## src/dspcfg_pkg.sv

```systemverilog
// Purpose: shared constants and helpers for the transmit path configuration bank
// Assumes: byte-wide register port behind the serial control port
// Notes:   all offsets are byte addresses of the control port
package dspcfg_pkg;

  // register offsets
  localparam logic [7:0] ADDR_TX_CONFIG      = 8'h60;
  localparam logic [7:0] ADDR_OSC_FREQ_B0    = 8'h64;
  localparam logic [7:0] ADDR_OSC_FREQ_B1    = 8'h65;
  localparam logic [7:0] ADDR_OSC_FREQ_B2    = 8'h66;
  localparam logic [7:0] ADDR_OSC_FREQ_B3    = 8'h67;
  localparam logic [7:0] ADDR_OSC_FREQ_B4    = 8'h68;
  localparam logic [7:0] ADDR_PHASE_FIX_LOW  = 8'h69;
  localparam logic [7:0] ADDR_PHASE_FIX_HIGH = 8'h6a;
  localparam logic [7:0] ADDR_CHAN_A_GAIN_LO = 8'h6b;
  localparam logic [7:0] ADDR_CHAN_A_GAIN_HI = 8'h6c;
  localparam logic [7:0] ADDR_CHAN_B_GAIN_LO = 8'h6d;
  localparam logic [7:0] ADDR_CHAN_B_GAIN_HI = 8'h6e;
  localparam logic [7:0] ADDR_OUTPUT_CTRL    = 8'h6f;
  localparam logic [7:0] ADDR_LEVEL_DETECT   = 8'h70;
  localparam logic [7:0] ADDR_CHAN_A_OFS_LO  = 8'h71;
  localparam logic [7:0] ADDR_CHAN_A_OFS_HI  = 8'h72;
  localparam logic [7:0] ADDR_CHAN_B_OFS_LO  = 8'h73;
  localparam logic [7:0] ADDR_CHAN_B_OFS_HI  = 8'h74;
  localparam logic [7:0] ADDR_INPUT_FORMAT   = 8'h75;
  localparam logic [7:0] ADDR_I_CONST_LO     = 8'h76;
  localparam logic [7:0] ADDR_I_CONST_HI     = 8'h77;
  localparam logic [7:0] ADDR_Q_CONST_LO     = 8'h78;
  localparam logic [7:0] ADDR_Q_CONST_HI     = 8'h79;

  // field positions
  localparam int OSC_ENABLE_BIT       = 7;
  localparam int PHASE_FIX_ENABLE_BIT = 7;
  localparam int CHAN_A_GAIN_EN_BIT   = 3;
  localparam int CHAN_B_GAIN_EN_BIT   = 2;
  localparam int FIXED_ATTEN_BIT      = 1;
  localparam int LEVEL_DETECT_EN_BIT  = 0;
  localparam int INPUT_FORMAT_BIT     = 7;
  localparam int I_SEL_LSB            = 2;
  localparam int Q_SEL_LSB            = 0;

  // reset values
  localparam logic [7:0]  RST_INPUT_FORMAT = 8'h85;
  localparam logic [15:0] RST_I_CONST      = 16'h8000;
  localparam logic [15:0] RST_Q_CONST      = 16'h8000;
  localparam logic [11:0] GAIN_UNITY       = 12'h0800; // gain code treated as unity

  // source selection of one sample path
  typedef enum logic [1:0] {
    SRC_LANE      = 2'b00,
    SRC_UNTIL_ILA = 2'b01,
    SRC_CONST_A   = 2'b10,
    SRC_CONST_B   = 2'b11
  } dspcfg_src_t;

  // unsigned words become two's complement by flipping the sign bit
  function automatic logic [15:0] dspcfg_to_twos(input logic [15:0] word, input logic unsigned_fmt);
    dspcfg_to_twos = unsigned_fmt ? {~word[15], word[14:0]} : word;
  endfunction

  // unity unless the channel's gain is switched on
  function automatic logic [11:0] dspcfg_gain_eff(input logic [11:0] gain, input logic enable);
    dspcfg_gain_eff = enable ? gain : GAIN_UNITY;
  endfunction

endpackage

```

## src/dspcfg_path_src.sv

```systemverilog
// Purpose: picks the sample fed to processing for one of the I or Q paths
// Assumes: lane samples arrive one per clock, synchronous to core_clk
// Notes:   output is registered, one cycle after the inputs
module dspcfg_path_src
  import dspcfg_pkg::*;
(
  // clock and reset
  input  wire logic        core_clk,
  input  wire logic        rst_b,
  // control
  input  wire logic [1:0]  source_sel,
  input  wire logic        ila_done,
  input  wire logic        unsigned_fmt,
  input  wire logic [15:0] constant_level,
  // samples
  input  wire logic [15:0] lane_sample,
  output logic      [15:0] path_sample
);

  typedef struct packed {
    logic [15:0] sample;
  } dspcfg_src_state_t;

  dspcfg_src_state_t state;
  dspcfg_src_state_t next_state;

  // choose lane data or the programmed constant
  always_comb begin
    next_state = state;
    unique case (dspcfg_src_t'(source_sel))
      SRC_LANE:      next_state.sample = dspcfg_to_twos(lane_sample, unsigned_fmt);
      SRC_UNTIL_ILA: next_state.sample = ila_done ? dspcfg_to_twos(lane_sample, unsigned_fmt)
                                                  : constant_level;
      SRC_CONST_A,
      SRC_CONST_B:   next_state.sample = constant_level;
    endcase
  end

  // state register
  always_ff @(posedge core_clk or negedge rst_b) begin
    if (!rst_b) begin
      state <= '0;
    end else begin
      state <= next_state;
    end
  end

  assign path_sample = state.sample;

endmodule // dspcfg_path_src

```

## src/dspcfg_regs.sv

```systemverilog
// Purpose: configuration bank of the transmit signal path with oscillator and source select
// Assumes: byte register port driven by the serial control port, synchronous to core_clk
// Notes:   read data appears one clock after the read strobe
//
// Notes on behaviour
// - frequency word is 40 bits over five byte registers, low byte first
// - phase correction is 13 bits: low byte, then five bits of the next
// - bit 7 of upper phase register enables phase correction, zero bypasses
// - channel A gain is 12 bits: low byte plus four upper bits
// - channel B gain is 12 bits laid out like channel A
// - output control bit 3 enables A gain, bit 2 enables B gain
// - output control bit 1 selects fixed 3 dB attenuation
// - output control bit 0 switches the level detector on
// - an 8-bit read-write level detector value register
// - channel A offset: low byte first, upper bits at next address
// - channel B offset: low byte first, upper bits at next address
// - format bit 7 selects two's complement at zero, unsigned at one
// - I select: 00 lanes, 01 constant until alignment done, 1x constant
// - Q select in bits 1:0 behaves like I with the Q constant
// - I and Q constants are 16 bits in low and high byte registers
// - clearing oscillator enable stops it and forces the phase to zero
module dspcfg_regs
  import dspcfg_pkg::*;
(
  // clock and reset
  input  wire logic        core_clk,
  input  wire logic        rst_b,
  // register port
  input  wire logic [7:0]  reg_addr,
  input  wire logic [7:0]  reg_wdata,
  input  wire logic        reg_wr,
  input  wire logic        reg_rd,
  output logic      [7:0]  reg_rdata,
  output logic             reg_rvalid,
  // lane side
  input  wire logic [15:0] lane_i_sample,
  input  wire logic [15:0] lane_q_sample,
  input  wire logic        ila_done,
  // samples to processing
  output logic      [15:0] i_sample,
  output logic      [15:0] q_sample,
  // oscillator
  output logic      [39:0] osc_phase,
  // settings to the processing chain
  output logic      [12:0] phase_fix_factor,
  output logic             phase_fix_enable,
  output logic      [11:0] chan_a_gain_eff,
  output logic      [11:0] chan_b_gain_eff,
  output logic             fixed_attenuate,
  output logic             level_detect_enable,
  output logic      [7:0]  level_detect_value,
  output logic      [15:0] chan_a_offset,
  output logic      [15:0] chan_b_offset,
  output logic             input_word_format
);

  typedef struct packed {
    // oscillator
    logic        osc_enable;
    logic [39:0] osc_freq_word;
    logic [39:0] osc_phase;

    // output phase correction
    logic [12:0] phase_fix_factor;
    logic        phase_fix_enable;

    // stored gains and their enables
    logic [11:0] chan_a_gain;
    logic [11:0] chan_b_gain;
    logic        chan_a_gain_enable;
    logic        chan_b_gain_enable;

    // gains as the processing chain sees them
    logic [11:0] chan_a_gain_eff;
    logic [11:0] chan_b_gain_eff;

    // output control and level detector
    logic        fixed_attenuate;
    logic        level_detect_enable;
    logic [7:0]  level_detect_value;

    // digital offsets
    logic [15:0] chan_a_offset;
    logic [15:0] chan_b_offset;

    // input coding and path sources
    logic        input_word_format;
    logic [1:0]  i_path_source_sel;
    logic [1:0]  q_path_source_sel;

    // constant substitution levels
    logic [15:0] i_constant_level;
    logic [15:0] q_constant_level;

    // read port
    logic [7:0]  rdata;
    logic        rvalid;
  } dspcfg_state_t;

  // current and next value of every flip-flop
  dspcfg_state_t state;
  dspcfg_state_t next_state;

  // register writes, reads and the oscillator
  always_comb begin
    next_state = state;
    // a write lands at the edge that samples the strobe
    if (reg_wr) begin
      unique case (reg_addr)
        // oscillator enable
        ADDR_TX_CONFIG:      next_state.osc_enable = reg_wdata[OSC_ENABLE_BIT];

        // frequency word, one byte per address
        ADDR_OSC_FREQ_B0:    next_state.osc_freq_word[7:0]   = reg_wdata;
        ADDR_OSC_FREQ_B1:    next_state.osc_freq_word[15:8]  = reg_wdata;
        ADDR_OSC_FREQ_B2:    next_state.osc_freq_word[23:16] = reg_wdata;
        ADDR_OSC_FREQ_B3:    next_state.osc_freq_word[31:24] = reg_wdata;
        ADDR_OSC_FREQ_B4:    next_state.osc_freq_word[39:32] = reg_wdata;

        // phase correction factor and its enable
        ADDR_PHASE_FIX_LOW:  next_state.phase_fix_factor[7:0] = reg_wdata;
        ADDR_PHASE_FIX_HIGH: begin
          next_state.phase_fix_factor[12:8] = reg_wdata[4:0];
          next_state.phase_fix_enable       = reg_wdata[PHASE_FIX_ENABLE_BIT];
        end

        // channel A gain
        ADDR_CHAN_A_GAIN_LO: next_state.chan_a_gain[7:0]  = reg_wdata;
        ADDR_CHAN_A_GAIN_HI: next_state.chan_a_gain[11:8] = reg_wdata[3:0];

        // channel B gain
        ADDR_CHAN_B_GAIN_LO: next_state.chan_b_gain[7:0]  = reg_wdata;
        ADDR_CHAN_B_GAIN_HI: next_state.chan_b_gain[11:8] = reg_wdata[3:0];

        // gain enables, attenuation and detector switch
        ADDR_OUTPUT_CTRL: begin
          next_state.chan_a_gain_enable  = reg_wdata[CHAN_A_GAIN_EN_BIT];
          next_state.chan_b_gain_enable  = reg_wdata[CHAN_B_GAIN_EN_BIT];
          next_state.fixed_attenuate     = reg_wdata[FIXED_ATTEN_BIT];
          next_state.level_detect_enable = reg_wdata[LEVEL_DETECT_EN_BIT];
        end

        // level detector value
        ADDR_LEVEL_DETECT:   next_state.level_detect_value = reg_wdata;

        // channel A offset
        ADDR_CHAN_A_OFS_LO:  next_state.chan_a_offset[7:0]  = reg_wdata;
        ADDR_CHAN_A_OFS_HI:  next_state.chan_a_offset[15:8] = reg_wdata;

        // channel B offset
        ADDR_CHAN_B_OFS_LO:  next_state.chan_b_offset[7:0]  = reg_wdata;
        ADDR_CHAN_B_OFS_HI:  next_state.chan_b_offset[15:8] = reg_wdata;

        // input coding and both source selects
        ADDR_INPUT_FORMAT: begin
          next_state.input_word_format = reg_wdata[INPUT_FORMAT_BIT];
          next_state.i_path_source_sel = reg_wdata[I_SEL_LSB+1:I_SEL_LSB];
          next_state.q_path_source_sel = reg_wdata[Q_SEL_LSB+1:Q_SEL_LSB];
        end

        // constant level of the I path
        ADDR_I_CONST_LO:     next_state.i_constant_level[7:0]  = reg_wdata;
        ADDR_I_CONST_HI:     next_state.i_constant_level[15:8] = reg_wdata;

        // constant level of the Q path
        ADDR_Q_CONST_LO:     next_state.q_constant_level[7:0]  = reg_wdata;
        ADDR_Q_CONST_HI:     next_state.q_constant_level[15:8] = reg_wdata;

        // unmapped addresses are ignored
        default: ;
      endcase
    end

    // read data, registered; unmapped addresses and spare bits read zero
    next_state.rvalid = reg_rd;
    if (reg_rd) begin
      unique case (reg_addr)
        // oscillator enable, other bits spare
        ADDR_TX_CONFIG:      next_state.rdata = {state.osc_enable, 7'h00};

        // frequency word bytes
        ADDR_OSC_FREQ_B0:    next_state.rdata = state.osc_freq_word[7:0];
        ADDR_OSC_FREQ_B1:    next_state.rdata = state.osc_freq_word[15:8];
        ADDR_OSC_FREQ_B2:    next_state.rdata = state.osc_freq_word[23:16];
        ADDR_OSC_FREQ_B3:    next_state.rdata = state.osc_freq_word[31:24];
        ADDR_OSC_FREQ_B4:    next_state.rdata = state.osc_freq_word[39:32];

        // phase correction factor and enable
        ADDR_PHASE_FIX_LOW:  next_state.rdata = state.phase_fix_factor[7:0];
        ADDR_PHASE_FIX_HIGH: next_state.rdata = {state.phase_fix_enable, 2'b00, state.phase_fix_factor[12:8]};

        // channel A gain, upper nibble spare
        ADDR_CHAN_A_GAIN_LO: next_state.rdata = state.chan_a_gain[7:0];
        ADDR_CHAN_A_GAIN_HI: next_state.rdata = {4'h0, state.chan_a_gain[11:8]};

        // channel B gain, upper nibble spare
        ADDR_CHAN_B_GAIN_LO: next_state.rdata = state.chan_b_gain[7:0];
        ADDR_CHAN_B_GAIN_HI: next_state.rdata = {4'h0, state.chan_b_gain[11:8]};

        // output control bits
        ADDR_OUTPUT_CTRL:    next_state.rdata = {4'h0, state.chan_a_gain_enable, state.chan_b_gain_enable,
                                                 state.fixed_attenuate, state.level_detect_enable};

        // level detector value
        ADDR_LEVEL_DETECT:   next_state.rdata = state.level_detect_value;

        // channel A offset
        ADDR_CHAN_A_OFS_LO:  next_state.rdata = state.chan_a_offset[7:0];
        ADDR_CHAN_A_OFS_HI:  next_state.rdata = state.chan_a_offset[15:8];

        // channel B offset
        ADDR_CHAN_B_OFS_LO:  next_state.rdata = state.chan_b_offset[7:0];
        ADDR_CHAN_B_OFS_HI:  next_state.rdata = state.chan_b_offset[15:8];

        // input coding and source selects, reserved bits zero
        ADDR_INPUT_FORMAT:   next_state.rdata = {state.input_word_format, 3'b000,
                                                 state.i_path_source_sel, state.q_path_source_sel};

        // constant level of the I path
        ADDR_I_CONST_LO:     next_state.rdata = state.i_constant_level[7:0];
        ADDR_I_CONST_HI:     next_state.rdata = state.i_constant_level[15:8];

        // constant level of the Q path
        ADDR_Q_CONST_LO:     next_state.rdata = state.q_constant_level[7:0];
        ADDR_Q_CONST_HI:     next_state.rdata = state.q_constant_level[15:8];

        // unmapped addresses read zero
        default:             next_state.rdata = 8'h00;
      endcase
    end

    // oscillator phase accumulator, held at zero while disabled
    if (!state.osc_enable) begin
      next_state.osc_phase = '0;
    end else begin
      next_state.osc_phase = state.osc_phase + state.osc_freq_word;
    end

    // effective gain seen by the processing chain
    next_state.chan_a_gain_eff = dspcfg_gain_eff(state.chan_a_gain, state.chan_a_gain_enable);
    next_state.chan_b_gain_eff = dspcfg_gain_eff(state.chan_b_gain, state.chan_b_gain_enable);
  end

  // state register
  always_ff @(posedge core_clk or negedge rst_b) begin
    if (!rst_b) begin
      state                   <= '0;
      // fields whose reset value is not zero
      state.chan_a_gain_eff   <= GAIN_UNITY;
      state.chan_b_gain_eff   <= GAIN_UNITY;
      state.input_word_format <= RST_INPUT_FORMAT[INPUT_FORMAT_BIT];
      state.i_path_source_sel <= RST_INPUT_FORMAT[I_SEL_LSB+1:I_SEL_LSB];
      state.q_path_source_sel <= RST_INPUT_FORMAT[Q_SEL_LSB+1:Q_SEL_LSB];
      state.i_constant_level  <= RST_I_CONST;
      state.q_constant_level  <= RST_Q_CONST;
    end else begin
      state <= next_state;
    end
  end

  // I path source
  dspcfg_path_src u_i_path (
    .core_clk       (core_clk),
    .rst_b          (rst_b),
    .source_sel     (state.i_path_source_sel),
    .ila_done       (ila_done),
    .unsigned_fmt   (state.input_word_format),
    .constant_level (state.i_constant_level),
    .lane_sample    (lane_i_sample),
    .path_sample    (i_sample)
  );

  // Q path source
  dspcfg_path_src u_q_path (
    .core_clk       (core_clk),
    .rst_b          (rst_b),
    .source_sel     (state.q_path_source_sel),
    .ila_done       (ila_done),
    .unsigned_fmt   (state.input_word_format),
    .constant_level (state.q_constant_level),
    .lane_sample    (lane_q_sample),
    .path_sample    (q_sample)
  );

  // register port outputs straight from the state register
  assign reg_rdata           = state.rdata;
  assign reg_rvalid          = state.rvalid;

  // oscillator and phase correction
  assign osc_phase           = state.osc_phase;
  assign phase_fix_factor    = state.phase_fix_factor;
  assign phase_fix_enable    = state.phase_fix_enable;

  // gains, output control and detector
  assign chan_a_gain_eff     = state.chan_a_gain_eff;
  assign chan_b_gain_eff     = state.chan_b_gain_eff;
  assign fixed_attenuate     = state.fixed_attenuate;
  assign level_detect_enable = state.level_detect_enable;
  assign level_detect_value  = state.level_detect_value;

  // offsets and input coding
  assign chan_a_offset       = state.chan_a_offset;
  assign chan_b_offset       = state.chan_b_offset;
  assign input_word_format   = state.input_word_format;

endmodule // dspcfg_regs

```

## config.mk

```make
export PLATFORM = sky130hd
export DESIGN_NAME = dspcfg_regs
export DESIGN_NICKNAME = d
export VERILOG_FILES = /design/src/dspcfg_pkg.sv /design/src/dspcfg_path_src.sv /design/src/dspcfg_regs.sv
export SDC_FILE = /design/constraint.sdc
export NUM_CORES = 1
export LEC_CHECK = 0
export BUFFER_PORTS_ARGS = -buffer_cell sky130_fd_sc_hd__buf_2
export CORE_MARGIN = 10
export CORE_UTILIZATION = 52
export CTS_BUF_LIST = sky130_fd_sc_hd__clkbuf_4 sky130_fd_sc_hd__clkbuf_8 sky130_fd_sc_hd__clkbuf_16
export CTS_CLUSTER_SIZE = 30
export DETAILED_ROUTE_END_ITERATION = 6
export PLACE_DENSITY_LB_ADDON = 0.12
export SYNTH_ARGS = -nofsm -noshare
export SYNTH_HDL_FRONTEND = slang
export SYNTH_SLANG_ARGS = --single-unit
```

## constraint.sdc

```tcl
create_clock -name core_clk -period 2.6 [get_ports core_clk]
set_clock_uncertainty 0.1 [all_clocks]
set_input_delay 0.26 -clock core_clk [delete_from_list [all_inputs] [get_ports core_clk]]
set_output_delay 0.26 -clock core_clk [all_outputs]
set_load 0.01 [all_outputs]
```

==> metrics.cfg, run 1 <==
[placement]
hpwl_um=33500
postPlaceCellArea_mm2=0.0158
gp_congestion=0.961
port_buffers=214
dp_worst_setup_slack_ns=-0.214

[status]
violations=DRC
outcome=complete, but fails checks

[synth]
seq_area_frac_synth_pct=46.6
synth_edf_count=0
synth_top_cell_by_area=dfrtp_1
synthArstFlopShare_pct=100
synth_area_mm2=0.0143
synth_top_area_share_pct=45.3
synth.ff_latch_count=265
synth_warnings=0
synth_area_per_cell_um2=11.0
synth_area_leaders=dfrtp_1, mux2_2, buf_4
synthCells=1299
synth_ff_type=dfrtp_1
synth_nets=1392
synth.distinct_cells=78

[clock_tree]
cts_buffer_depth=3
cts_tree=done
clkLatencyLatePin_ns=0.58
path_clk_slew_ns=0.06
cts_inserted_buffers=28
h-tree-depth=1
clock_sinks=265
clock-root-buffer=clkbuf_16

[finish]
final_area_mm2=0.0177
final_cell_mix=dfrtp_1, buf_2, mux2_2, buf_4, nor2_1
layout.nets=1647
drive_above_1_share_pct=44.4
area_growth_pct=23.8
layout_commonest_cell=dfrtp_1

[power_and_ir_drop]
vdd_drop_max_mv=0.432
p_per_area_mw_per_mm2=563
total_power_w=0.00993
leakagePower_nw=8.67

[critical_path]
crit_type=register to register
worstPathRequired_ns=2.97
worstPathArrival_ns=2.96
start_kind=register
cp-startpoint=osc_phase[0]$_DFF_PN0_
r2r_start=osc_phase[0]$_DFF_PN0_
max_stage_delay_ns=0.45
cp_common_cell=o211ai_1
worst_setup_path_end_kind=register
slowest_stage=or4b_1
crit_path_max_fanout=3
path_cells=ha_2 -> fa_2 -> buf_6 -> a21oi_4 -> a2bb2oi_2 -> a211oi_2 -> o211ai_1 -> buf_4 -> nand3b_1 -> or4b_1 -> o211ai_1

[floorplanning]
die_h_um=186
start_util_pct=52.9
die_w_um=186
io_pins=215
num_rows=60
core_mm2=0.0270
dieArea_mm2=0.0344

[global_routing]
antenna_found_initial=3
first_global_vias=11277
overflow=0
grt_first_pass_wirelength_um=67600
track_usage_pct=25.4
grt_max_degree=75

[sta]
fin_setup_tns_ns=0
final_hold_viol_count=0
rsz0062_at_grt=yes
setup_ws_ns=0.00797
fin_crit_ns=2.59
fmax_mhz=386
final-max-slew-violation-count=0
tightest_slew_ns=0.663
fin_crit_sh_pct=99.7
hold_slack_ns=0.0818
relSlewSlack_pct=55.5
finalSetupViolations=0

[min_path]
min_from=reg_addr[6]
hold_path.class=primary input to register

[routing]
drtIter0Drc=1081
wl_per_cell_um=23.5
first_pass_iters=7
vias=11365
drc=5
wirelength_um=45000
post_drt_via_cell_ratio=5.93
ant_nets=0

[job]
maxCapViolCount=0

-- worst max-delay path: cells and delay by family (launching register included) --
family                   cells  cell delay [ns]
flip-flops                   1             0.35
AND/OR/NAND/NOR              2             0.62
adder cells (fa/ha/maj)      2             0.42
AO/OA/AOI/OAI                5             0.73
buffers and inverters        2             0.28
-- cell usage after synthesis (6+ instances only) --
master and n:
nand4_1 14, buf_4 127, a21o_1 18, nand3_1 30
nand2_1 66, o22ai_1 6, dfstp_2 7, nor2b_1 7
mux2i_1 15, and2_1 32, and3_1 9, buf_2 23
o21ai_0 43, inv_1 13, o21a_1 7, nor3_1 18
clkbuf_1 37, xnor2_1 15, a211oi_1 9, dfrtp_1 258
a221oi_1 19, a22o_1 6, a21oi_1 60, xor2_1 11
mux2_2 194, o211ai_1 8, a22oi_1 21, ha_1 39
a31oi_1 13, nand2b_1 6, nor2_1 81
-- sequential cells by signal, summed over array words and instances, names as in the netlist, 8 cells and up --
register and cells:
chan_a_gain_eff 12, chan_a_offset 16, chan_b_gain_eff 12, chan_b_offset 16
level_detect_value 8, osc_phase 40, phase_fix_factor 13, reg_rdata 8
state 103, u_i_path.path_sample 16, u_q_path.path_sample 16
-- metrics by stage --
| step | util (%) | cells |
|---|---|---|
| 6_report | 65.5 | 1918 |
| 5_1_grt | 65.5 | 1918 |
| 4_1_cts | 64.2 | 1909 |
| 3_5_place_dp | 58.5 | 1820 |
| 3_3_place_gp | 58.5 | 1820 |
| 2_1_floorplan | - | 1299 |
-- worst paths after layout --
kind	endpoint	slack, ns	cells after the start
max	osc_phase[38]$_DFF_PN0_	0.008	11
min	reg_rdata[6]$_DFFE_PN0P_	0.08	5
max reg2reg	osc_phase[38]$_DFF_PN0_	0.008	11
min reg2reg	reg_rdata[4]$_DFFE_PN0P_	0.39	1
max in group asynchronous	input_word_format$_DFFE_PN1P_	1.46	3
min in group asynchronous	osc_phase[7]$_DFF_PN0_	0.17	2
-- kinds of logic (layout without fill, tap and decap cells) --
| logic type | after synthesis | count (layout) | share of synthesized area (%) |
|---|---|---|---|
| AND/OR/NAND/NOR | 293 | 293 | 10.2 |
| flip-flops | 265 | 265 | 46.6 |
| AO/OA/AOI/OAI | 261 | 261 | 12.6 |
| multiplexers | 210 | 210 | 16.5 |
| buffers and inverters | 204 | 481 | 8.98 |
| adder cells (fa/ha/maj) | 40 | 40 | 3.56 |
| XOR/XNOR | 26 | 26 | 1.60 |
| other | 0 | 1 | 0 |
-- layer usage --
layer	GRT usage [%]	vias up	part of all wire [%]
met5	0	-	0.024
met4	6.74	2	2.6
met3	5.83	83	8.5
met2	40.2	486	47
met1	34.5	5682	42
li1	-	5112	-
-- area by class of cell --
type	instances	area [µm²]
tap	341	427
inverter	13	48.8
clock buffer	34	764
antenna	1	2.50
sequential	265	6640
timing repair buffer	416	2750
multi-input combinational	830	6750
fill	2158	9290
clock inverter	18	277
-- what timing repair did --
action,4_1_cts,5_1_grt
buffers inserted,3,8
hold endpoints to repair,100,0
endpoints found under the setup margin,17,20
pin swaps,6,22
hold buffers,34,0
resized for setup,23,46
-- where the power goes --
part / internal (W) / switching, W
combinational: 0.000462 / 0.000554
clock: 0.00270 / 0.00175
sequential: 0.00430 / 0.000160
total: 0.00746 / 0.00247
Note: power is estimated with default switching activity, not from simulation.
==> run 2, diff against run 1 <==
--- a/config.mk
+++ b/config.mk
@@ -14,4 +14,5 @@
 export PLACE_DENSITY_LB_ADDON = 0.12
 export SYNTH_ARGS = -nofsm -noshare
 export SYNTH_HDL_FRONTEND = slang
+export SYNTH_HIERARCHICAL = 1
 export SYNTH_SLANG_ARGS = --single-unit
==> run 2 against run 1 <==
Net effect:
- first-iteration DRC count fell by 1.4%
- clock power fell by 4.5%
- highest routed layer unchanged
- sequential cell count did not move
- fmax rose by 0.42%
- the flow now finishes without violations
- register-to-register slack barely moved
- utilization fell by 2.1 points
- wire length fell by 1.7%
==> metrics.cfg, run 2 <==
[status]
outcome=finished clean

[floorplanning]
die_w_um=186
dieArea_mm2=0.0345
io_pins=215
die_h_um=186
start_util_pct=53.0
num_rows=60
core_mm2=0.0270

[routing]
drc=0
ant_nets=0
wl_per_cell_um=24.2
vias=10687
post_drt_via_cell_ratio=5.84
first_pass_iters=6
drtIter0Drc=1066
wirelength_um=44300

[finish]
layout.nets=1559
largest_reg_flops=103
layout_commonest_cell=dfrtp_1
max_flop_register=state
drive_above_1_share_pct=44.4
area_growth_pct=19.6
final_cell_mix=dfrtp_1, buf_2, mux2_2, buf_4, nand2_1
fin_util_pct=63.4
final_area_mm2=0.0171

[global_routing]
grt_first_pass_wirelength_um=66600
antenna_found_initial=1
grt_max_degree=69
first_global_vias=10884
overflow=0
track_usage_pct=25.2

[clock_tree]
clkLatencyLatePin_ns=0.57
cts_buffer_depth=3
clock-root-buffer=clkbuf_16
clock_sinks=265
path_clk_slew_ns=0.06
cts_inserted_buffers=29
cts_tree=done
h-tree-depth=1

[synth]
synth_top_cell_by_area=dfrtp_1
yosys-top-cells-count=dfrtp_1, mux2_2, buf_4
synthArstFlopShare_pct=100
synth_area_leaders=dfrtp_1, mux2_2, buf_4
synth_warnings=6
synth_nets=1355
synthCells=1262
seq_area_frac_synth_pct=46.5
synth_most_common_cell=dfrtp_1
synth_area_mm2=0.0143
synth_top_area_share_pct=45.2
synth_ff_type=dfrtp_1
synth_area_per_cell_um2=11.3
synth.ff_latch_count=265
synth_edf_count=0
synth.distinct_cells=84

[critical_path]
max_stage_delay_ns=0.48
worst_setup_path_end_kind=register
worstPathArrival_ns=2.93
crit_path_max_fanout=3
worstPathRequired_ns=2.95
slowest_stage=a2111oi_4
cp_top_family=compound AO/OA/AOI/OAI gates
cp_num_buf_inv=1
start_kind=register
path_cells=ha_4 -> fa_2 -> a21oi_4 -> o211ai_4 -> nand3_2 -> a2111oi_4 -> nor3_4 -> buf_4 -> o31ai_4 -> xnor2_1 -> nor2_1
crit_type=register to register

[sta]
fin_crit_sh_pct=99.3
finalSetupViolations=0
fmax_mhz=387
fin_setup_tns_ns=0
final_hold_viol_count=0
tightest_slew_ns=0.790
fin_crit_ns=2.58
hold_slack_ns=0.124
relSlewSlack_pct=47.2
final-max-slew-violation-count=0
rsz0062_at_grt=yes

[power_and_ir_drop]
leakagePower_nw=8.46
p_per_area_mw_per_mm2=566
total_power_w=0.00968
vdd_drop_max_mv=0.490

[job]
maxCapViolCount=0

[placement]
hpwl_um=32300
gp_congestion=0.911
port_buffers=214
postPlaceCellArea_mm2=0.0154

[min_path]
hold_path.class=primary input to register

-- run 2: per-layer routing --
metal / global-route usage, % / wire length, µm
met1: 35.2 / 19100
met2: 39.8 / 20600
met3: 4.72 / 3620
met4: 5.77 / 908
met5: 0 / 13
-- run 2: power by group --
part	switching, W	internal [W]
logic	0.000523	0.000429
registers	0.000166	0.00430
clock network	0.00177	0.00249
total	0.00246	0.00722
-- run 2: logic make-up after synthesis --
| group | after synthesis | share of synthesized area, % |
|---|---|---|
| AO/OA/AOI/OAI | 235 | 12.0 |
| flip-flops | 265 | 46.5 |
| adder cells (fa/ha/maj) | 40 | 3.56 |
| buffers and inverters | 208 | 9.30 |
| XOR/XNOR | 32 | 1.96 |
| multiplexers | 201 | 16.4 |
| AND/OR/NAND/NOR | 281 | 10.3 |
-- run 2: timing repair --
action	CTS	global route
endpoints found under the setup margin	7	21
pin swaps	5	23
gates resized for setup	6	47
endpoints found under the hold margin	96	0
hold buffers	34	0
setup buffers	2	7
-- run 2: stage by stage --
| stage | setup slack (ns) | instances |
|---|---|---|
| global placement | -0.0199 | 1733 |
| detailed placement | -0.0548 | 1733 |
| floorplan | 0.159 | 1262 |
| finish | 0.0189 | 1831 |
| global route | -0.107 | 1830 |
| CTS | 0.00208 | 1823 |
-- run 2: final timing paths --
path	startpoint	end	slack (ns)	cells past startpoint
min in group asynchronous	rst_b	osc_phase[38]$_DFF_PN0_	0.15	2
max in group asynchronous	rst_b	state[40]$_DFFE_PN1P_	1.43	3
worst min register to register	state[117]$_DFFE_PN0P_	chan_b_gain_eff[3]$_DFF_PN0_	0.42	1
worst max register to register	state[192]$_DFFE_PN0P_	osc_phase[32]$_DFF_PN0_	0.02	11
worst min-delay path	reg_addr[6]	reg_rdata[2]$_DFFE_PN0P_	0.12	4
worst max-delay path	state[192]$_DFFE_PN0P_	osc_phase[32]$_DFF_PN0_	0.02	11
-- run 2: final cells by class --
cell class,count,area (µm²)
antenna,1,2.50
clock buffer,39,845
clock inverter,15,155
fill,2233,9870
inverter,19,71.3
multi-input combinational,789,6610
sequential,265,6640
tap,341,427
timing repair buffer,362,2330
-- run 2: tightest hold or removal path: cells and delay by family --
family / cells / cell delay [ns]
AO/OA/AOI/OAI: 2 / 0.26
buffers and inverters: 1 / 0.14
AND/OR/NAND/NOR: 1 / 0.09
